===== src/core/sfh_cfg.svh =====
// Constants of the serial flash host: opcodes, phase lengths and timing
`ifndef SFH_CFG_SVH
`define SFH_CFG_SVH

// =========================================================
// Timing
`define CLK_PERIOD_NS      5
`define SCLK_HALF_LAST     3'd3
`define CS_GAP_CYC         5'd4
`define RST_RECOVER_NS     30000
`define RST_RECOVER_CYC    ((`RST_RECOVER_NS + `CLK_PERIOD_NS - 1) / `CLK_PERIOD_NS)

// =========================================================
// Phase lengths
`define OPCODE_BITS        6'd8
`define ADDR_BITS          6'd24
`define DUMMY_X1           4'd8
`define DUMMY_IO2          4'd4
`define DUMMY_IO2_ALT      4'd8
`define DUMMY_IO4          4'd6
`define DUMMY_IO4_ALT      4'd10
`define DUMMY_WORD         4'd4
`define DUMMY_ID2          4'd4
`define DUMMY_ID4          4'd6
`define MODE_IO2           4'd4
`define MODE_IO4           4'd2
`define JEDEC_ID_MAX       2'd3
`define STATUS_PAIR_MAX    2'd2

// =========================================================
// Opcodes
`define OP_ARRAY_READ      8'h03
`define OP_FAST_READ       8'h0b
`define OP_DUAL_OUT_READ   8'h3b
`define OP_DUAL_IO_READ    8'hbb
`define OP_QUAD_OUT_READ   8'h6b
`define OP_QUAD_IO_READ    8'heb
`define OP_QUAD_WORD_READ  8'he7
`define OP_WIPE_4K         8'h20
`define OP_WIPE_32K        8'h52
`define OP_WIPE_64K        8'hd8
`define OP_WIPE_ALL_A      8'h60
`define OP_WIPE_ALL_B      8'hc7
`define OP_PAGE_WRITE      8'h02
`define OP_QUAD_PAGE_WRITE 8'h32
`define OP_LATCH_SET       8'h06
`define OP_LATCH_CLEAR     8'h04
`define OP_VOL_UNLOCK      8'h50
`define OP_OTP_READ        8'h48
`define OP_STATUS_LOW_RD   8'h05
`define OP_STATUS_HIGH_RD  8'h35
`define OP_STATUS_PAIR_WR  8'h01
`define OP_STATUS_HIGH_WR  8'h31
`define OP_JEDEC_ID        8'h9f
`define OP_MAKER_ID        8'h90
`define OP_MAKER_ID_X2     8'h92
`define OP_MAKER_ID_X4     8'h94
`define OP_DEEP_SLEEP      8'hb9
`define OP_WAKE            8'hab
`define OP_ENH_RELEASE     8'hff
`define OP_RESET_ARM       8'h66
`define OP_RESET           8'h99
`define OP_FOUR_WIRE       8'h38

`endif


===== src/core/sfh_pkg.sv =====
// Types shared by the serial flash host modules
package sfh_pkg;

  typedef logic [7:0] opcode_t;

  // =========================================================
  // Transaction sequencer states
  typedef enum logic [7:0] {
    S_IDLE  = 8'b0000_0001,
    S_CMD   = 8'b0000_0010,
    S_ADDR  = 8'b0000_0100,
    S_DUMMY = 8'b0000_1000,
    S_WDATA = 8'b0001_0000,
    S_RDATA = 8'b0010_0000,
    S_END   = 8'b0100_0000,
    S_GAP   = 8'b1000_0000
  } state_t;

  // =========================================================
  // Shape of one command
  typedef struct packed {
    logic       known;
    logic       addr;
    logic [2:0] alanes;
    logic [3:0] mode;
    logic [3:0] dummy;
    logic       rd;
    logic       wr;
    logic [2:0] dlanes;
    logic       fixed;
    logic [1:0] cap;
  } cmd_info_t;

  // =========================================================
  // Whole state of the host
  typedef struct packed {
    state_t     state;
    logic       cs_n;
    logic       sclk;
    logic [3:0] io_o;
    logic [3:0] io_oe;
    logic [2:0] div;
    logic [4:0] clks;
    logic [2:0] lanes;
    logic [31:0] sh;
    cmd_info_t  info;
    opcode_t    op;
    logic [23:0] addr;
    logic [8:0] nbytes;
    logic [7:0] bidx;
    logic [7:0] rbyte;
    logic [3:0] modeleft;
    logic       armed;
    logic       asleep;
    logic [12:0] recov;
    logic [3:0] s1;
    logic [3:0] s2;
    logic [3:0] s3;
    logic [3:0] inq;
    logic       cmd_ready;
    logic       rd_valid;
    logic [7:0] rd_data;
    logic       done;
    logic       cmd_err;
  } host_st_t;

endpackage : sfh_pkg


===== src/core/page_buf_if.sv =====
// Interface between the host sequencer and its page buffer
`timescale 1ns/1ps
interface page_buf_if;
  logic       we;
  logic [7:0] waddr;
  logic [7:0] wdata;
  logic [7:0] raddr;
  logic [7:0] rdata;

  modport owner (output we, output waddr, output wdata, output raddr, input rdata);
  modport mem   (input we, input waddr, input wdata, input raddr, output rdata);
endinterface : page_buf_if


===== src/core/flash_host.sv =====
// Serial flash host: runs one command per request on the flash pins
//
// How it works
// RULE_01: Plain read 3 addr; fast read adds 8 dummy
// RULE_02: Dual output read: x1 addr, 8 dummy, x2 data
// RULE_03: Dual IO read: x2 addr, 4 or 8 dummy
// RULE_04: Quad output read: x1 addr, 8 dummy, x4 data
// RULE_05: Quad IO read: x4 addr, 6 or 10 dummy
// RULE_06: Word quad read: 4 dummy, even address
// RULE_07: 4K wipe: opcode plus three address bytes
// RULE_08: 32K wipe: opcode plus three address bytes
// RULE_09: 64K wipe with address; chip wipe without
// RULE_10: Page write x1 data; quad page write x4
// RULE_11: Latch set and clear carry opcode only
// RULE_12: Volatile status unlock carries opcode only
// RULE_13: OTP read: 3 address bytes, 8 dummy
// RULE_14: Status reads return exactly one byte
// RULE_15: Status pair write sends one or two bytes
// RULE_16: High status write sends exactly one byte
// RULE_17: JEDEC id read returns at most three bytes
// RULE_18: Maker id read: three address bytes, x1
// RULE_19: Maker id x2: 4 dummy; x4: 6 dummy
// RULE_20: Deep sleep entry is opcode only
// RULE_21: Wake command has address, returns one byte
// RULE_22: Enhanced release is a plain opcode
// RULE_23: Reset only straight after reset arm
// RULE_24: Chip select rises on byte boundary; maker id x2 and x4 reads end 4 and 6 bits past one
// RULE_25: Unknown opcodes are never sent
// RULE_26: Four wire command mode is never entered
// RULE_27: Address goes MSB byte and bit first
`timescale 1ns/1ps
`include "sfh_cfg.svh"
module flash_host #(
  parameter int RECOVER_CYC = `RST_RECOVER_CYC
) (
  input  wire logic           clk,
  input  wire logic           sys_rst,
  input  wire logic           cmd_valid,
  output logic                cmd_ready,
  input  wire sfh_pkg::opcode_t cmd_op,
  input  wire logic [23:0]    cmd_addr,
  input  wire logic           cmd_alt,
  input  wire logic [8:0]     cmd_len,
  input  wire logic           wbuf_we,
  input  wire logic [7:0]     wbuf_addr,
  input  wire logic [7:0]     wbuf_data,
  output logic                rd_valid,
  output logic [7:0]          rd_data,
  output logic                done,
  output logic                cmd_err,
  output logic                asleep,
  output logic                flash_sclk,
  output logic                flash_cs_n,
  input  wire logic [3:0]     flash_io_i,
  output logic [3:0]          flash_io_o,
  output logic [3:0]          flash_io_oe
);
  import sfh_pkg::*;

  host_st_t   st;
  host_st_t   n;
  cmd_info_t  info;
  logic       accept;
  logic       bad;
  logic       tick;
  logic       last;
  logic       go_addr;
  logic       go_dummy;
  logic [7:0] rb;
  logic [8:0] len;
  page_buf_if bi ();

  // =========================================================
  // Helpers
  function automatic cmd_info_t mk(logic a, logic [2:0] al, logic [3:0] m, logic [3:0] d,
                                   logic r, logic w, logic [2:0] dl, logic f, logic [1:0] c);
    mk = '{known: 1'b1, addr: a, alanes: al, mode: m, dummy: d, rd: r, wr: w,
           dlanes: dl, fixed: f, cap: c};
  endfunction : mk

  function automatic cmd_info_t decode(opcode_t op, logic alt);
    cmd_info_t c;
    c = mk(1'b0, 3'd1, 4'd0, 4'd0, 1'b0, 1'b0, 3'd1, 1'b0, 2'd0);
    case (op)
      `OP_ARRAY_READ:      c = mk(1'b1, 3'd1, 4'd0, 4'd0, 1'b1, 1'b0, 3'd1, 1'b0, 2'd0); // [RULE_01]
      `OP_FAST_READ:       c = mk(1'b1, 3'd1, 4'd0, `DUMMY_X1, 1'b1, 1'b0, 3'd1, 1'b0, 2'd0); // [RULE_01]
      `OP_DUAL_OUT_READ:   c = mk(1'b1, 3'd1, 4'd0, `DUMMY_X1, 1'b1, 1'b0, 3'd2, 1'b0, 2'd0); // [RULE_02]
      `OP_DUAL_IO_READ:    c = mk(1'b1, 3'd2, `MODE_IO2, alt ? `DUMMY_IO2_ALT : `DUMMY_IO2,
                                  1'b1, 1'b0, 3'd2, 1'b0, 2'd0); // [RULE_03]
      `OP_QUAD_OUT_READ:   c = mk(1'b1, 3'd1, 4'd0, `DUMMY_X1, 1'b1, 1'b0, 3'd4, 1'b0, 2'd0); // [RULE_04]
      `OP_QUAD_IO_READ:    c = mk(1'b1, 3'd4, `MODE_IO4, alt ? `DUMMY_IO4_ALT : `DUMMY_IO4,
                                  1'b1, 1'b0, 3'd4, 1'b0, 2'd0); // [RULE_05]
      `OP_QUAD_WORD_READ:  c = mk(1'b1, 3'd4, `MODE_IO4, `DUMMY_WORD, 1'b1, 1'b0, 3'd4, 1'b0, 2'd0); // [RULE_06]
      `OP_WIPE_4K:         c = mk(1'b1, 3'd1, 4'd0, 4'd0, 1'b0, 1'b0, 3'd1, 1'b0, 2'd0); // [RULE_07]
      `OP_WIPE_32K:        c = mk(1'b1, 3'd1, 4'd0, 4'd0, 1'b0, 1'b0, 3'd1, 1'b0, 2'd0); // [RULE_08]
      `OP_WIPE_64K:        c = mk(1'b1, 3'd1, 4'd0, 4'd0, 1'b0, 1'b0, 3'd1, 1'b0, 2'd0); // [RULE_09]
      `OP_PAGE_WRITE:      c = mk(1'b1, 3'd1, 4'd0, 4'd0, 1'b0, 1'b1, 3'd1, 1'b0, 2'd0); // [RULE_10]
      `OP_QUAD_PAGE_WRITE: c = mk(1'b1, 3'd1, 4'd0, 4'd0, 1'b0, 1'b1, 3'd4, 1'b0, 2'd0); // [RULE_10]
      `OP_OTP_READ:        c = mk(1'b1, 3'd1, 4'd0, `DUMMY_X1, 1'b1, 1'b0, 3'd1, 1'b0, 2'd0); // [RULE_13]
      `OP_STATUS_LOW_RD,
      `OP_STATUS_HIGH_RD:  c = mk(1'b0, 3'd1, 4'd0, 4'd0, 1'b1, 1'b0, 3'd1, 1'b1, 2'd1); // [RULE_14]
      `OP_STATUS_PAIR_WR:  c = mk(1'b0, 3'd1, 4'd0, 4'd0, 1'b0, 1'b1, 3'd1, 1'b0,
                                  `STATUS_PAIR_MAX); // [RULE_15]
      `OP_STATUS_HIGH_WR:  c = mk(1'b0, 3'd1, 4'd0, 4'd0, 1'b0, 1'b1, 3'd1, 1'b1, 2'd1); // [RULE_16]
      `OP_JEDEC_ID:        c = mk(1'b0, 3'd1, 4'd0, 4'd0, 1'b1, 1'b0, 3'd1, 1'b0,
                                  `JEDEC_ID_MAX); // [RULE_17]
      `OP_MAKER_ID:        c = mk(1'b1, 3'd1, 4'd0, 4'd0, 1'b1, 1'b0, 3'd1, 1'b0, 2'd0); // [RULE_18]
      `OP_MAKER_ID_X2:     c = mk(1'b1, 3'd1, 4'd0, `DUMMY_ID2, 1'b1, 1'b0, 3'd2, 1'b0, 2'd0); // [RULE_19]
      `OP_MAKER_ID_X4:     c = mk(1'b1, 3'd1, 4'd0, `DUMMY_ID4, 1'b1, 1'b0, 3'd4, 1'b0, 2'd0); // [RULE_19]
      `OP_WAKE:            c = mk(1'b1, 3'd1, 4'd0, 4'd0, 1'b1, 1'b0, 3'd1, 1'b1, 2'd1); // [RULE_21]
      `OP_WIPE_ALL_A, `OP_WIPE_ALL_B,                                         // [RULE_09]
      `OP_LATCH_SET, `OP_LATCH_CLEAR, `OP_VOL_UNLOCK,                         // [RULE_11] [RULE_12]
      `OP_DEEP_SLEEP, `OP_ENH_RELEASE,                                        // [RULE_20] [RULE_22]
      `OP_RESET_ARM, `OP_RESET:
                           c = mk(1'b0, 3'd1, 4'd0, 4'd0, 1'b0, 1'b0, 3'd1, 1'b0, 2'd0);
      default:             c.known = 1'b0; // [RULE_25]
    endcase
    return c;
  endfunction : decode

  function automatic logic [4:0] cyc(logic [5:0] bits, logic [2:0] l);
    case (l)
      3'd4:    return {1'b0, bits[5:2]};
      3'd2:    return bits[5:1];
      default: return bits[4:0];
    endcase
  endfunction : cyc

  function automatic logic [31:0] shl(logic [31:0] s, logic [2:0] l);
    case (l)
      3'd4:    return {s[27:0], 4'h0};
      3'd2:    return {s[29:0], 2'h0};
      default: return {s[30:0], 1'h0};
    endcase
  endfunction : shl

  function automatic logic [7:0] merge(logic [7:0] b, logic [3:0] in, logic [2:0] l);
    case (l)
      3'd4:    return {b[3:0], in};
      3'd2:    return {b[5:0], in[1:0]};
      default: return {b[6:0], in[1]};
    endcase
  endfunction : merge

  // Pin drive as {oe, out}; io2/io3 held high unless the command has a quad address or data phase
  function automatic logic [7:0] pins(logic [31:0] s, logic [2:0] l, logic en, logic q4);
    logic [3:0] m;
    logic [3:0] o;
    m = 4'h1;
    o = 4'h0;
    if (en)
    begin
      m = (l == 3'd4) ? 4'hf : ((l == 3'd2) ? 4'h3 : 4'h1);
      o = (l == 3'd4) ? s[31:28] : ((l == 3'd2) ? {2'h0, s[31:30]} : {3'h0, s[31]});
    end
    else if (l != 3'd1)
    begin
      m = 4'h0;
    end
    if (!q4)
    begin
      m[3:2] = 2'h3;
      o[3:2] = 2'h3;
    end
    return {m, o};
  endfunction : pins

  // =========================================================
  // Page buffer
  assign bi.we    = wbuf_we;
  assign bi.waddr = wbuf_addr;
  assign bi.wdata = wbuf_data;
  assign bi.raddr = st.bidx;

  page_buf u_buf (
    .clk (clk),
    .bus (bi)
  );

  // =========================================================
  // Next state
  always_comb
  begin
    n        = st;
    n.rd_valid = 1'b0;
    n.done     = 1'b0;
    n.cmd_err  = 1'b0;
    // Pin synchroniser: a bit counts once stages two and three agree
    n.s1  = flash_io_i;
    n.s2  = st.s1;
    n.s3  = st.s2;
    n.inq = (~(st.s2 ^ st.s3) & st.s3) | ((st.s2 ^ st.s3) & st.inq);
    if (st.recov != 13'h0)
    begin
      n.recov = st.recov - 13'h1;
    end
    tick     = (st.div == `SCLK_HALF_LAST);
    n.div    = tick ? 3'h0 : st.div + 3'h1;
    info     = decode(cmd_op, cmd_alt);
    accept   = cmd_valid && st.cmd_ready;
    bad      = !info.known || (cmd_op == `OP_FOUR_WIRE)              // [RULE_25] [RULE_26]
               || (cmd_op == `OP_RESET && !st.armed)                 // [RULE_23]
               || (st.asleep && cmd_op != `OP_WAKE);                 // [RULE_20]
    len      = (cmd_len == 9'h0) ? 9'h1 : cmd_len;
    last     = (st.clks == 5'h1);
    rb       = merge(st.rbyte, st.inq, st.lanes);
    go_addr  = (st.state == S_CMD) && st.info.addr;
    go_dummy = !go_addr && (st.state inside {S_CMD, S_ADDR}) && (st.info.dummy != 4'h0);
    unique case (st.state)
      S_IDLE:
      begin
        n.div       = 3'h0;
        n.cmd_ready = (st.recov == 13'h0);
        if (accept && bad)
        begin
          n.cmd_err = 1'b1;
        end
        else if (accept)
        begin
          n.cmd_ready = 1'b0;
          n.info      = info;
          n.op        = cmd_op;
          n.addr      = (cmd_op == `OP_QUAD_WORD_READ) ? {cmd_addr[23:1], 1'b0} : cmd_addr; // [RULE_06]
          if (info.fixed)
          begin
            n.nbytes = {7'h0, info.cap};                                  // [RULE_14] [RULE_16]
          end
          else if (info.cap != 2'h0 && len > {7'h0, info.cap})
          begin
            n.nbytes = {7'h0, info.cap};                                  // [RULE_15] [RULE_17]
          end
          else
          begin
            n.nbytes = len;
          end
          n.bidx   = 8'h0;
          n.armed  = (cmd_op == `OP_RESET_ARM);                           // [RULE_23]
          n.asleep = (cmd_op == `OP_DEEP_SLEEP);                          // [RULE_20] [RULE_21]
          if (cmd_op == `OP_RESET)
          begin
            n.recov = 13'(RECOVER_CYC);
          end
          n.cs_n  = 1'b0;
          n.state = S_CMD;
          n.lanes = 3'd1;
          n.clks  = cyc(`OPCODE_BITS, 3'd1);
          n.sh    = {cmd_op, 24'h0};
          {n.io_oe, n.io_o} = pins({cmd_op, 24'h0}, 3'd1, 1'b1,
                                   info.alanes == 3'd4 || info.dlanes == 3'd4);
        end
      end
      S_CMD, S_ADDR, S_DUMMY, S_WDATA, S_RDATA:
      begin
        if (tick && !st.sclk)
        begin
          n.sclk = 1'b1;
        end
        else if (tick)
        begin
          // Falling edge: sample, then shift or change phase
          n.sclk = 1'b0;
          n.clks = st.clks - 5'h1;
          if (st.state == S_RDATA)
          begin
            n.rbyte = rb;
          end
          if (st.modeleft != 4'h0)
          begin
            n.modeleft = st.modeleft - 4'h1;
          end
          if (!last)
          begin
            n.sh = shl(st.sh, st.lanes);
            {n.io_oe, n.io_o} = pins(n.sh, st.lanes, st.state inside {S_CMD, S_ADDR, S_WDATA}
                                     || n.modeleft != 4'h0,
                                     st.info.alanes == 3'd4 || st.info.dlanes == 3'd4);
          end
          else
          begin
            if (st.state == S_RDATA)
            begin
              n.rd_valid = 1'b1;
              n.rd_data  = rb;
            end
            if (st.state inside {S_WDATA, S_RDATA})
            begin
              n.nbytes = st.nbytes - 9'h1;
            end
            if (go_addr)
            begin
              n.state = S_ADDR;
              n.lanes = st.info.alanes;
              n.sh    = {st.addr, 8'h0};                                  // [RULE_27]
              n.clks  = cyc(`ADDR_BITS, st.info.alanes);
            end
            else if (go_dummy)
            begin
              n.state    = S_DUMMY;
              n.lanes    = st.info.alanes;
              n.sh       = 32'h0;
              n.clks     = {1'b0, st.info.dummy};
              n.modeleft = st.info.mode;
            end
            else if ((st.state inside {S_WDATA, S_RDATA}) ? st.nbytes != 9'h1
                     : (st.info.wr || st.info.rd))
            begin
              n.state = st.info.wr ? S_WDATA : S_RDATA;
              n.lanes = st.info.dlanes;
              n.sh    = {bi.rdata, 24'h0};
              n.clks  = cyc(`OPCODE_BITS, st.info.dlanes);
              if (st.info.wr)
              begin
                n.bidx = st.bidx + 8'h1;
              end
            end
            else
            begin
              n.state = S_END;                                            // [RULE_24]
              n.lanes = 3'd1;
            end
            {n.io_oe, n.io_o} = pins(n.sh, n.lanes, n.state inside {S_ADDR, S_WDATA}
                                     || n.modeleft != 4'h0,
                                     st.info.alanes == 3'd4 || st.info.dlanes == 3'd4);
          end
        end
      end
      S_END:
      begin
        if (tick)
        begin
          n.cs_n = 1'b1;                                                  // [RULE_24]
          n.state = S_GAP;
          n.clks  = `CS_GAP_CYC;
          {n.io_oe, n.io_o} = pins(32'h0, 3'd1, 1'b0, 1'b0);
        end
      end
      S_GAP:
      begin
        n.clks = st.clks - 5'h1;
        if (last)
        begin
          n.state = S_IDLE;
          n.done  = 1'b1;
        end
      end
    endcase
  end

  // =========================================================
  // State register
  always_ff @(posedge clk or posedge sys_rst)
  begin
    if (sys_rst)
    begin
      st       <= '0;
      st.state <= S_IDLE;
      st.cs_n  <= 1'b1;
      st.lanes <= 3'd1;
      st.io_oe <= 4'hd;
      st.io_o  <= 4'hc;
    end
    else
    begin
      st <= n;
    end
  end

  assign cmd_ready   = st.cmd_ready;
  assign rd_valid    = st.rd_valid;
  assign rd_data     = st.rd_data;
  assign done        = st.done;
  assign cmd_err     = st.cmd_err;
  assign asleep      = st.asleep;
  assign flash_sclk  = st.sclk;
  assign flash_cs_n  = st.cs_n;
  assign flash_io_o  = st.io_o;
  assign flash_io_oe = st.io_oe;

  // =========================================================
  // Checks
  logic [2:0] edges_q;
  logic [3:0] dcnt_q;

  // Bits moved per frame and clock edges per dummy phase
  always_ff @(posedge clk or posedge sys_rst)
  begin
    if (sys_rst)
    begin
      edges_q <= 3'h0;
      dcnt_q  <= 4'h0;
    end
    else
    begin
      // Bits moved modulo eight, one per lane on each rising clock
      edges_q <= st.cs_n ? 3'h0 : edges_q + ((n.sclk && !st.sclk) ? st.lanes : 3'h0);
      dcnt_q  <= (st.state == S_CMD) ? 4'h0 : dcnt_q + 4'(st.state == S_DUMMY && n.sclk && !st.sclk);
    end
  end
endmodule : flash_host


===== src/core/page_buf.sv =====
// Page buffer holding program data, registered read port
`timescale 1ns/1ps
module page_buf (
  input wire logic clk,
  page_buf_if.mem  bus
);

  logic [7:0] mem [0:255];

  // =========================================================
  // Write port and registered read
  always_ff @(posedge clk)
  begin
    if (bus.we)
    begin
      mem[bus.waddr] <= bus.wdata;
    end
    bus.rdata <= mem[bus.raddr];
  end

endmodule : page_buf


===== config.mk =====
export PLATFORM = sky130hd
export DESIGN_NAME = flash_host
export DESIGN_NICKNAME = d
export VERILOG_FILES = /design/src/core/sfh_pkg.sv /design/src/core/page_buf_if.sv /design/src/core/flash_host.sv /design/src/core/page_buf.sv
export VERILOG_INCLUDE_DIRS = /design/src /design/src/core
export SDC_FILE = /design/constraint.sdc
export NUM_CORES = 2
export LEC_CHECK = 0
export BUFFER_PORTS_ARGS = -buffer_cell sky130_fd_sc_hd__buf_2
export CORE_MARGIN = 5
export CORE_UTILIZATION = 65
export CTS_CLUSTER_SIZE = 28
export DETAILED_ROUTE_END_ITERATION = 16
export PLACE_DENSITY = 0.82
export SLEW_MARGIN = 15
export SYNTH_ARGS = -nofsm -noshare
export SYNTH_HDL_FRONTEND = slang
export SYNTH_SLANG_ARGS = --single-unit

===== constraint.sdc =====
create_clock -name clk -period 10.5 [get_ports clk]
set_clock_uncertainty 0.15 [all_clocks]
set_input_delay 0.525 -clock clk [delete_from_list [all_inputs] [get_ports clk]]
set_output_delay 0.525 -clock clk [all_outputs]
set_load 0.01 [all_outputs]

# [After elaboration in Yosys (flattened, before gate mapping)]
# Memories as Yosys holds them, arrays and structs flattened. A register that Yosys moved wholly into a read port is not among the register bits.
# Cells that the tools add are included.
# Widths: inputs -> output; s select.
[op_classes] addsub=6 magnitude_cmp=1 n_eq_ne=71 muxes=116 bitwise_logic=7 reduce_logical=57
[ops] op="$pmux 20 s17" count=1
[ops] op="$mux 40" count=8
[ops] op="$mux 110" count=2
[ops] op="$mux 8" count=19
[ops] op="$mux 9" count=13
[ops] op="$eq 8x8->1 const B" count=14
[ops] op="$mux 4" count=21
[ops] op="$pmux 35 s2" count=1
[ops] op="$mux 13" count=5
[ops] op="$mux 32" count=2
[ops] op="$pmux 32 s2" count=1
[ops] op="$mux 29" count=2
[ops] op="$eq 8x6->1 const B" count=7
[ops] op="$eq 8x7->1 const B" count=7
[ops] op="$eq 8x3->1 const B" count=5
[ops] op="$pmux 17 s2" count=1
[ops] op="$pmux 8 s4" count=1
[ops] op="$reduce_or 31->1" count=1
[ops] op="$eq 8x2->1 const B" count=3
[ops] op="$ne 2x2->1 const B" count=12
[ops] op="$pmux 8 s3" count=1
[ops] op="$mux 7" count=3
[ops] op="$pmux 5 s4" count=1
[ops] op="$eq 3x3->1 const B" count=6
[ops] op="other kinds (50)" count=121
[totals] regBits=186 ramBits=2048 inputBits=66 out_inout_bits=23 wordCells=297 memories=1
[memory_table] name="u_buf.mem" words=256 width=8 rd=1 rd_ports_with_merged_regs=1 wr=1 line="page_buf.sv:8" rtl="logic [7:0] mem [0:255];"

# [Longest topological paths before layout]
[logic_depth] word_depth=20 ltp_mapped=14 ltp_nobuf=12

# [By module]
# A second synthesis with hierarchy kept.
[hier_totals] hier_cells=4844 area_unflattened_um2=89174.3
[by_module_without_submodules] mod="page_buf" n_inst=1 cells_each=3733 area_each_um2=79556.3 seq_area_each_um2=61659.1
[by_module_without_submodules] mod="flash_host" n_inst=1 cells_each=1111 area_each_um2=9618.0 seq_area_each_um2=4162.7

# [Worst setup path after synthesis]
# OpenSTA, ideal clock, no wires.
[synth_timing] path_type="register to register" start="reg st, in the netlist bi.raddr[0]" end="reg u_buf.bus.rdata[7], read port of u_buf.mem" setup_time_ns=0.126 arrival_ns=2.889 t_required_ns=10.224 slack_ns=7.335 path_stages_with_launch=10 path_buffers=3 synth_period_minus_slack_ns=3.165 path_cell_list="dfrtp_1 clkbuf_1 clkbuf_1 buf_2 mux4_2 mux4_2 mux2i_1 a21oi_1 a22oi_1 nand3_1"
[synth_lines] item="start: declaration" line="flash_host.sv:60" rtl="host_st_t st;"
[synth_lines] item="start signal: assignment" line="flash_host.sv:364" rtl="st <= n;"
[synth_lines] item="end: declaration" line="page_buf_if.sv:11" rtl="modport mem (input we, input waddr, input wdata, input raddr, output rdata);"

==> out/qor.txt <==
status - finished, final reports clean
RD Place Congestion - 0.888
nature of the critical path startpoint - flip-flop
FF-to-FF Start - bi.raddr[1]$_DFFE_PP0P_
Pwr Total - 0.0176 W
FF-to-FF setup slack - 4.92 ns
setup violators final - 0
wirelength, routed - 242000 um
root buf cell - clkbuf_16
Syn Area/Cell - 20.0 um2
Power Dens Cells - 180 nW/um2
Skew-Pair Late Insertion Delay - 0.85 ns
R2R depth - 9
WP data required - 11.02 ns
Die X - 380 um
largest net degree at the start of global routing - 162
Netlist Area Pre-Place - 88800 um2
Starting Density - 65.4%
# rows - 135
Area Growth Syn to Fin - 10.3%
main flop type after synthesis - edfxtp_1
Buffers on Ports - 88
leakage dissipation - 31.0 nW
setup TNS - 0 ns
arrival time at the worst endpoint - 6.09 ns
Critical R2R Capture - u_buf.bus.rdata[1]$_DFF_P_
CTS tree - done
worst setup path end - u_buf.bus.rdata[1]$_DFF_P_
Vias - 48500
critical path startpoint - bi.raddr[1]$_DFFE_PP0P_
height of the die - 380 um
Hold Path Class - in -> reg
Final Hold Viols - 0
final HPWL from detailed placement - 125000 um
Top-Level Pins - 89
Congestion Overflow GR - 0
min Tclk post-route - 5.58 ns
initial antenna violation count - 13
DR WL/cell - 37.2 um
proportion of netlist area held by the largest area contributor - 69.3%
drt pass-1 iters - 6
max-slew violation count - 0
top post-synthesis cells by area - edfxtp_1, mux4_2, dfrtp_1
period utilization - 53.1%
number of flops mapped to enable cells by yosys - 2048
Synth Warn # - 0
worst setup path class - reg -> reg
# DRC - 0
Die ar. - 144000 um2
fillers - 6981
post-CTS setup buffers - 0
Core Region - 136000 um2
post-route ant nets - 0
nets@finish - 4612
fmax - 179 MHz
Slew @ Worst Pin - 1.28 ns
Max Cap Viol - 0
Initial DRC Count - 8118
CTS clk-pin slew, worst paths - 0.07 ns
Post-synth ARST share - 7.47%
crit path max fanout - 65
leading area contributor after synthesis - edfxtp_1
layout cells sized above 1 - 24.5%
Slew HR - 14.3%
vias in the first global route - 48400
register area share after synthesis - 74.2%
VDD IR max - 0.207 mV
commonest non-fill, non-tap cell in the layout - edfxtp_1
most frequent cells in the layout - edfxtp_1, mux4_2, nor2_1, nand2_1, clkbuf_16
Cells after Synth - 4435
Num CTS Buffers - 206
first-pass GRT wire length - 351000 um
Net Count, Synth - 4511
H-tree depth - 4
Setup crit end kind - flip-flop
All-Layer GR Usage - 33.9%
Clock Path Buffers - 3
post-DR vias/cell - 7.46
beginning of the worst hold path - cmd_len[0]
clock net sink count - 2222
unrepaired setup endpoints after global routing - no
Synth cell types - 88
number of synthesized register bits - 2222
[sequential cells by signal (all words and copies together), names as in the netlist]
register and flops:
flash_io_oe 3, rd_valid 1, n 8, st 128
flash_sclk 1, u_buf.bus.rdata 8, flash_cs_n 1, rd_data 8
flash_io_o 4, cmd_ready 1, bi.raddr 8, done 1
u_buf.mem 2048, cmd_err 1, asleep 1
[stage by stage]
step           worst slack [ns]  util, %  area [um2]  cells  hold WS, ns
5_1_grt                    4.85     72.2       97900   6499       0.0573
3_5_place_dp               5.25     67.0       90800   6070        0.187
3_3_place_gp               5.33     67.0       90800   6070        0.191
2_1_floorplan              5.35        -       88800   4435        0.181
6_report                   4.92     72.2       97900   6504       0.0775
4_1_cts                    5.04     72.2       97900   6495       0.0109
[worst max-delay path: stages, from the launching register on]
cell and delay (ns):
dfrtp_4 0.88, buf_4 0.82, buf_4 0.91, mux4_2 0.45, mux4_2 0.49, nor2b_1 0.18
a211oi_1 0.76, a21oi_1 0.25, a22oi_1 0.28, nand3_1 0.12
[what timing repair did]
item                                    in CTS  in global routing
gates resized for setup                      0                  0
endpoints found under the hold margin      146                  0
hold buffers                                39                  0
endpoints found under the setup margin       0                  0
[report_power, final]
group | total, W | switching [W] | internal [W]
Combinational | 0.000271 | 0.000226 | 0.0000445
Clock | 0.00762 | 0.00343 | 0.00419
Sequential | 0.00969 | 0.00000928 | 0.00968
[metal layers]
| layer | share of wire, % | global-route usage [%] | wire length (um) |
|---|---|---|---|
| met3 | 12 | 7.61 | 29300 |
| met1 | 33 | 44.9 | 79200 |
| met4 | 6.4 | 18.1 | 15500 |
| met5 | 0.0095 | 0 | 23 |
| met2 | 49 | 53.6 | 118000 |
[how the worst min path moves through the flow]
stage                     slack, ns  depth (start not counted)                   to
after floorplan                0.18                          0      n[16]$_DFF_PP0_
after global placement         0.19                          0      n[18]$_DFF_PP0_
after detailed placement       0.19                          0      n[19]$_DFF_PP0_
after CTS                      0.01                          3  st[114]$_DFFE_PP0P_
after global routing           0.06                          3  st[114]$_DFFE_PP0P_
final                          0.08                          6   st[63]$_DFFE_PP0P_
[cells in the mapped netlist, types with 5 or more instances]
cell / instances
nand2b_1: 14
nor3b_1: 12
nand2_1: 219
dfstp_2: 7
buf_2: 63
o21ai_1: 43
nand3_1: 59
mux2i_1: 32
a22o_1: 17
ha_1: 10
a211oi_1: 24
nor2_1: 323
and3_1: 9
o31ai_1: 28
a22oi_1: 19
buf_1: 49
nor4_1: 14
a31oi_1: 10
inv_1: 27
xnor2_1: 12
mux4_2: 649
nor4b_1: 7
xor2_1: 6
nand3b_1: 6
a21oi_1: 108
a221o_1: 16
o22ai_1: 6
o211ai_1: 13
nor2b_1: 31
nand4_1: 15
buf_4: 16
mux2_2: 13
dfrtp_1: 159
a32oi_1: 8
or3_1: 5
edfxtp_1: 2048
o21ai_0: 40
dfxtp_1: 8
and2_1: 7
clkbuf_1: 162
a221oi_1: 6
a21o_1: 9
nor3_1: 24
[layout make-up]
class	instances	area [um2]	share of cell area (%)
well taps	1781	2230	2.28
flip-flops and latches	2222	65800	67.2
inverters	29	114	0.116
multi-input cells	1890	21600	22.1
clock buffers	254	5440	5.56
clock inverters	132	1250	1.28
repair buffers	187	1430	1.46
diodes	9	22.5	0.0230
[cell families after synthesis]
family / synth area share [%]
fa+ha+maj: 0.186
buf+inv: 1.55
flops: 74.2
xor+xnor: 0.178
simple gates: 4.01
compound gates: 2.83
mux: 17.1
Note: power is estimated with default switching activity, not from simulation.
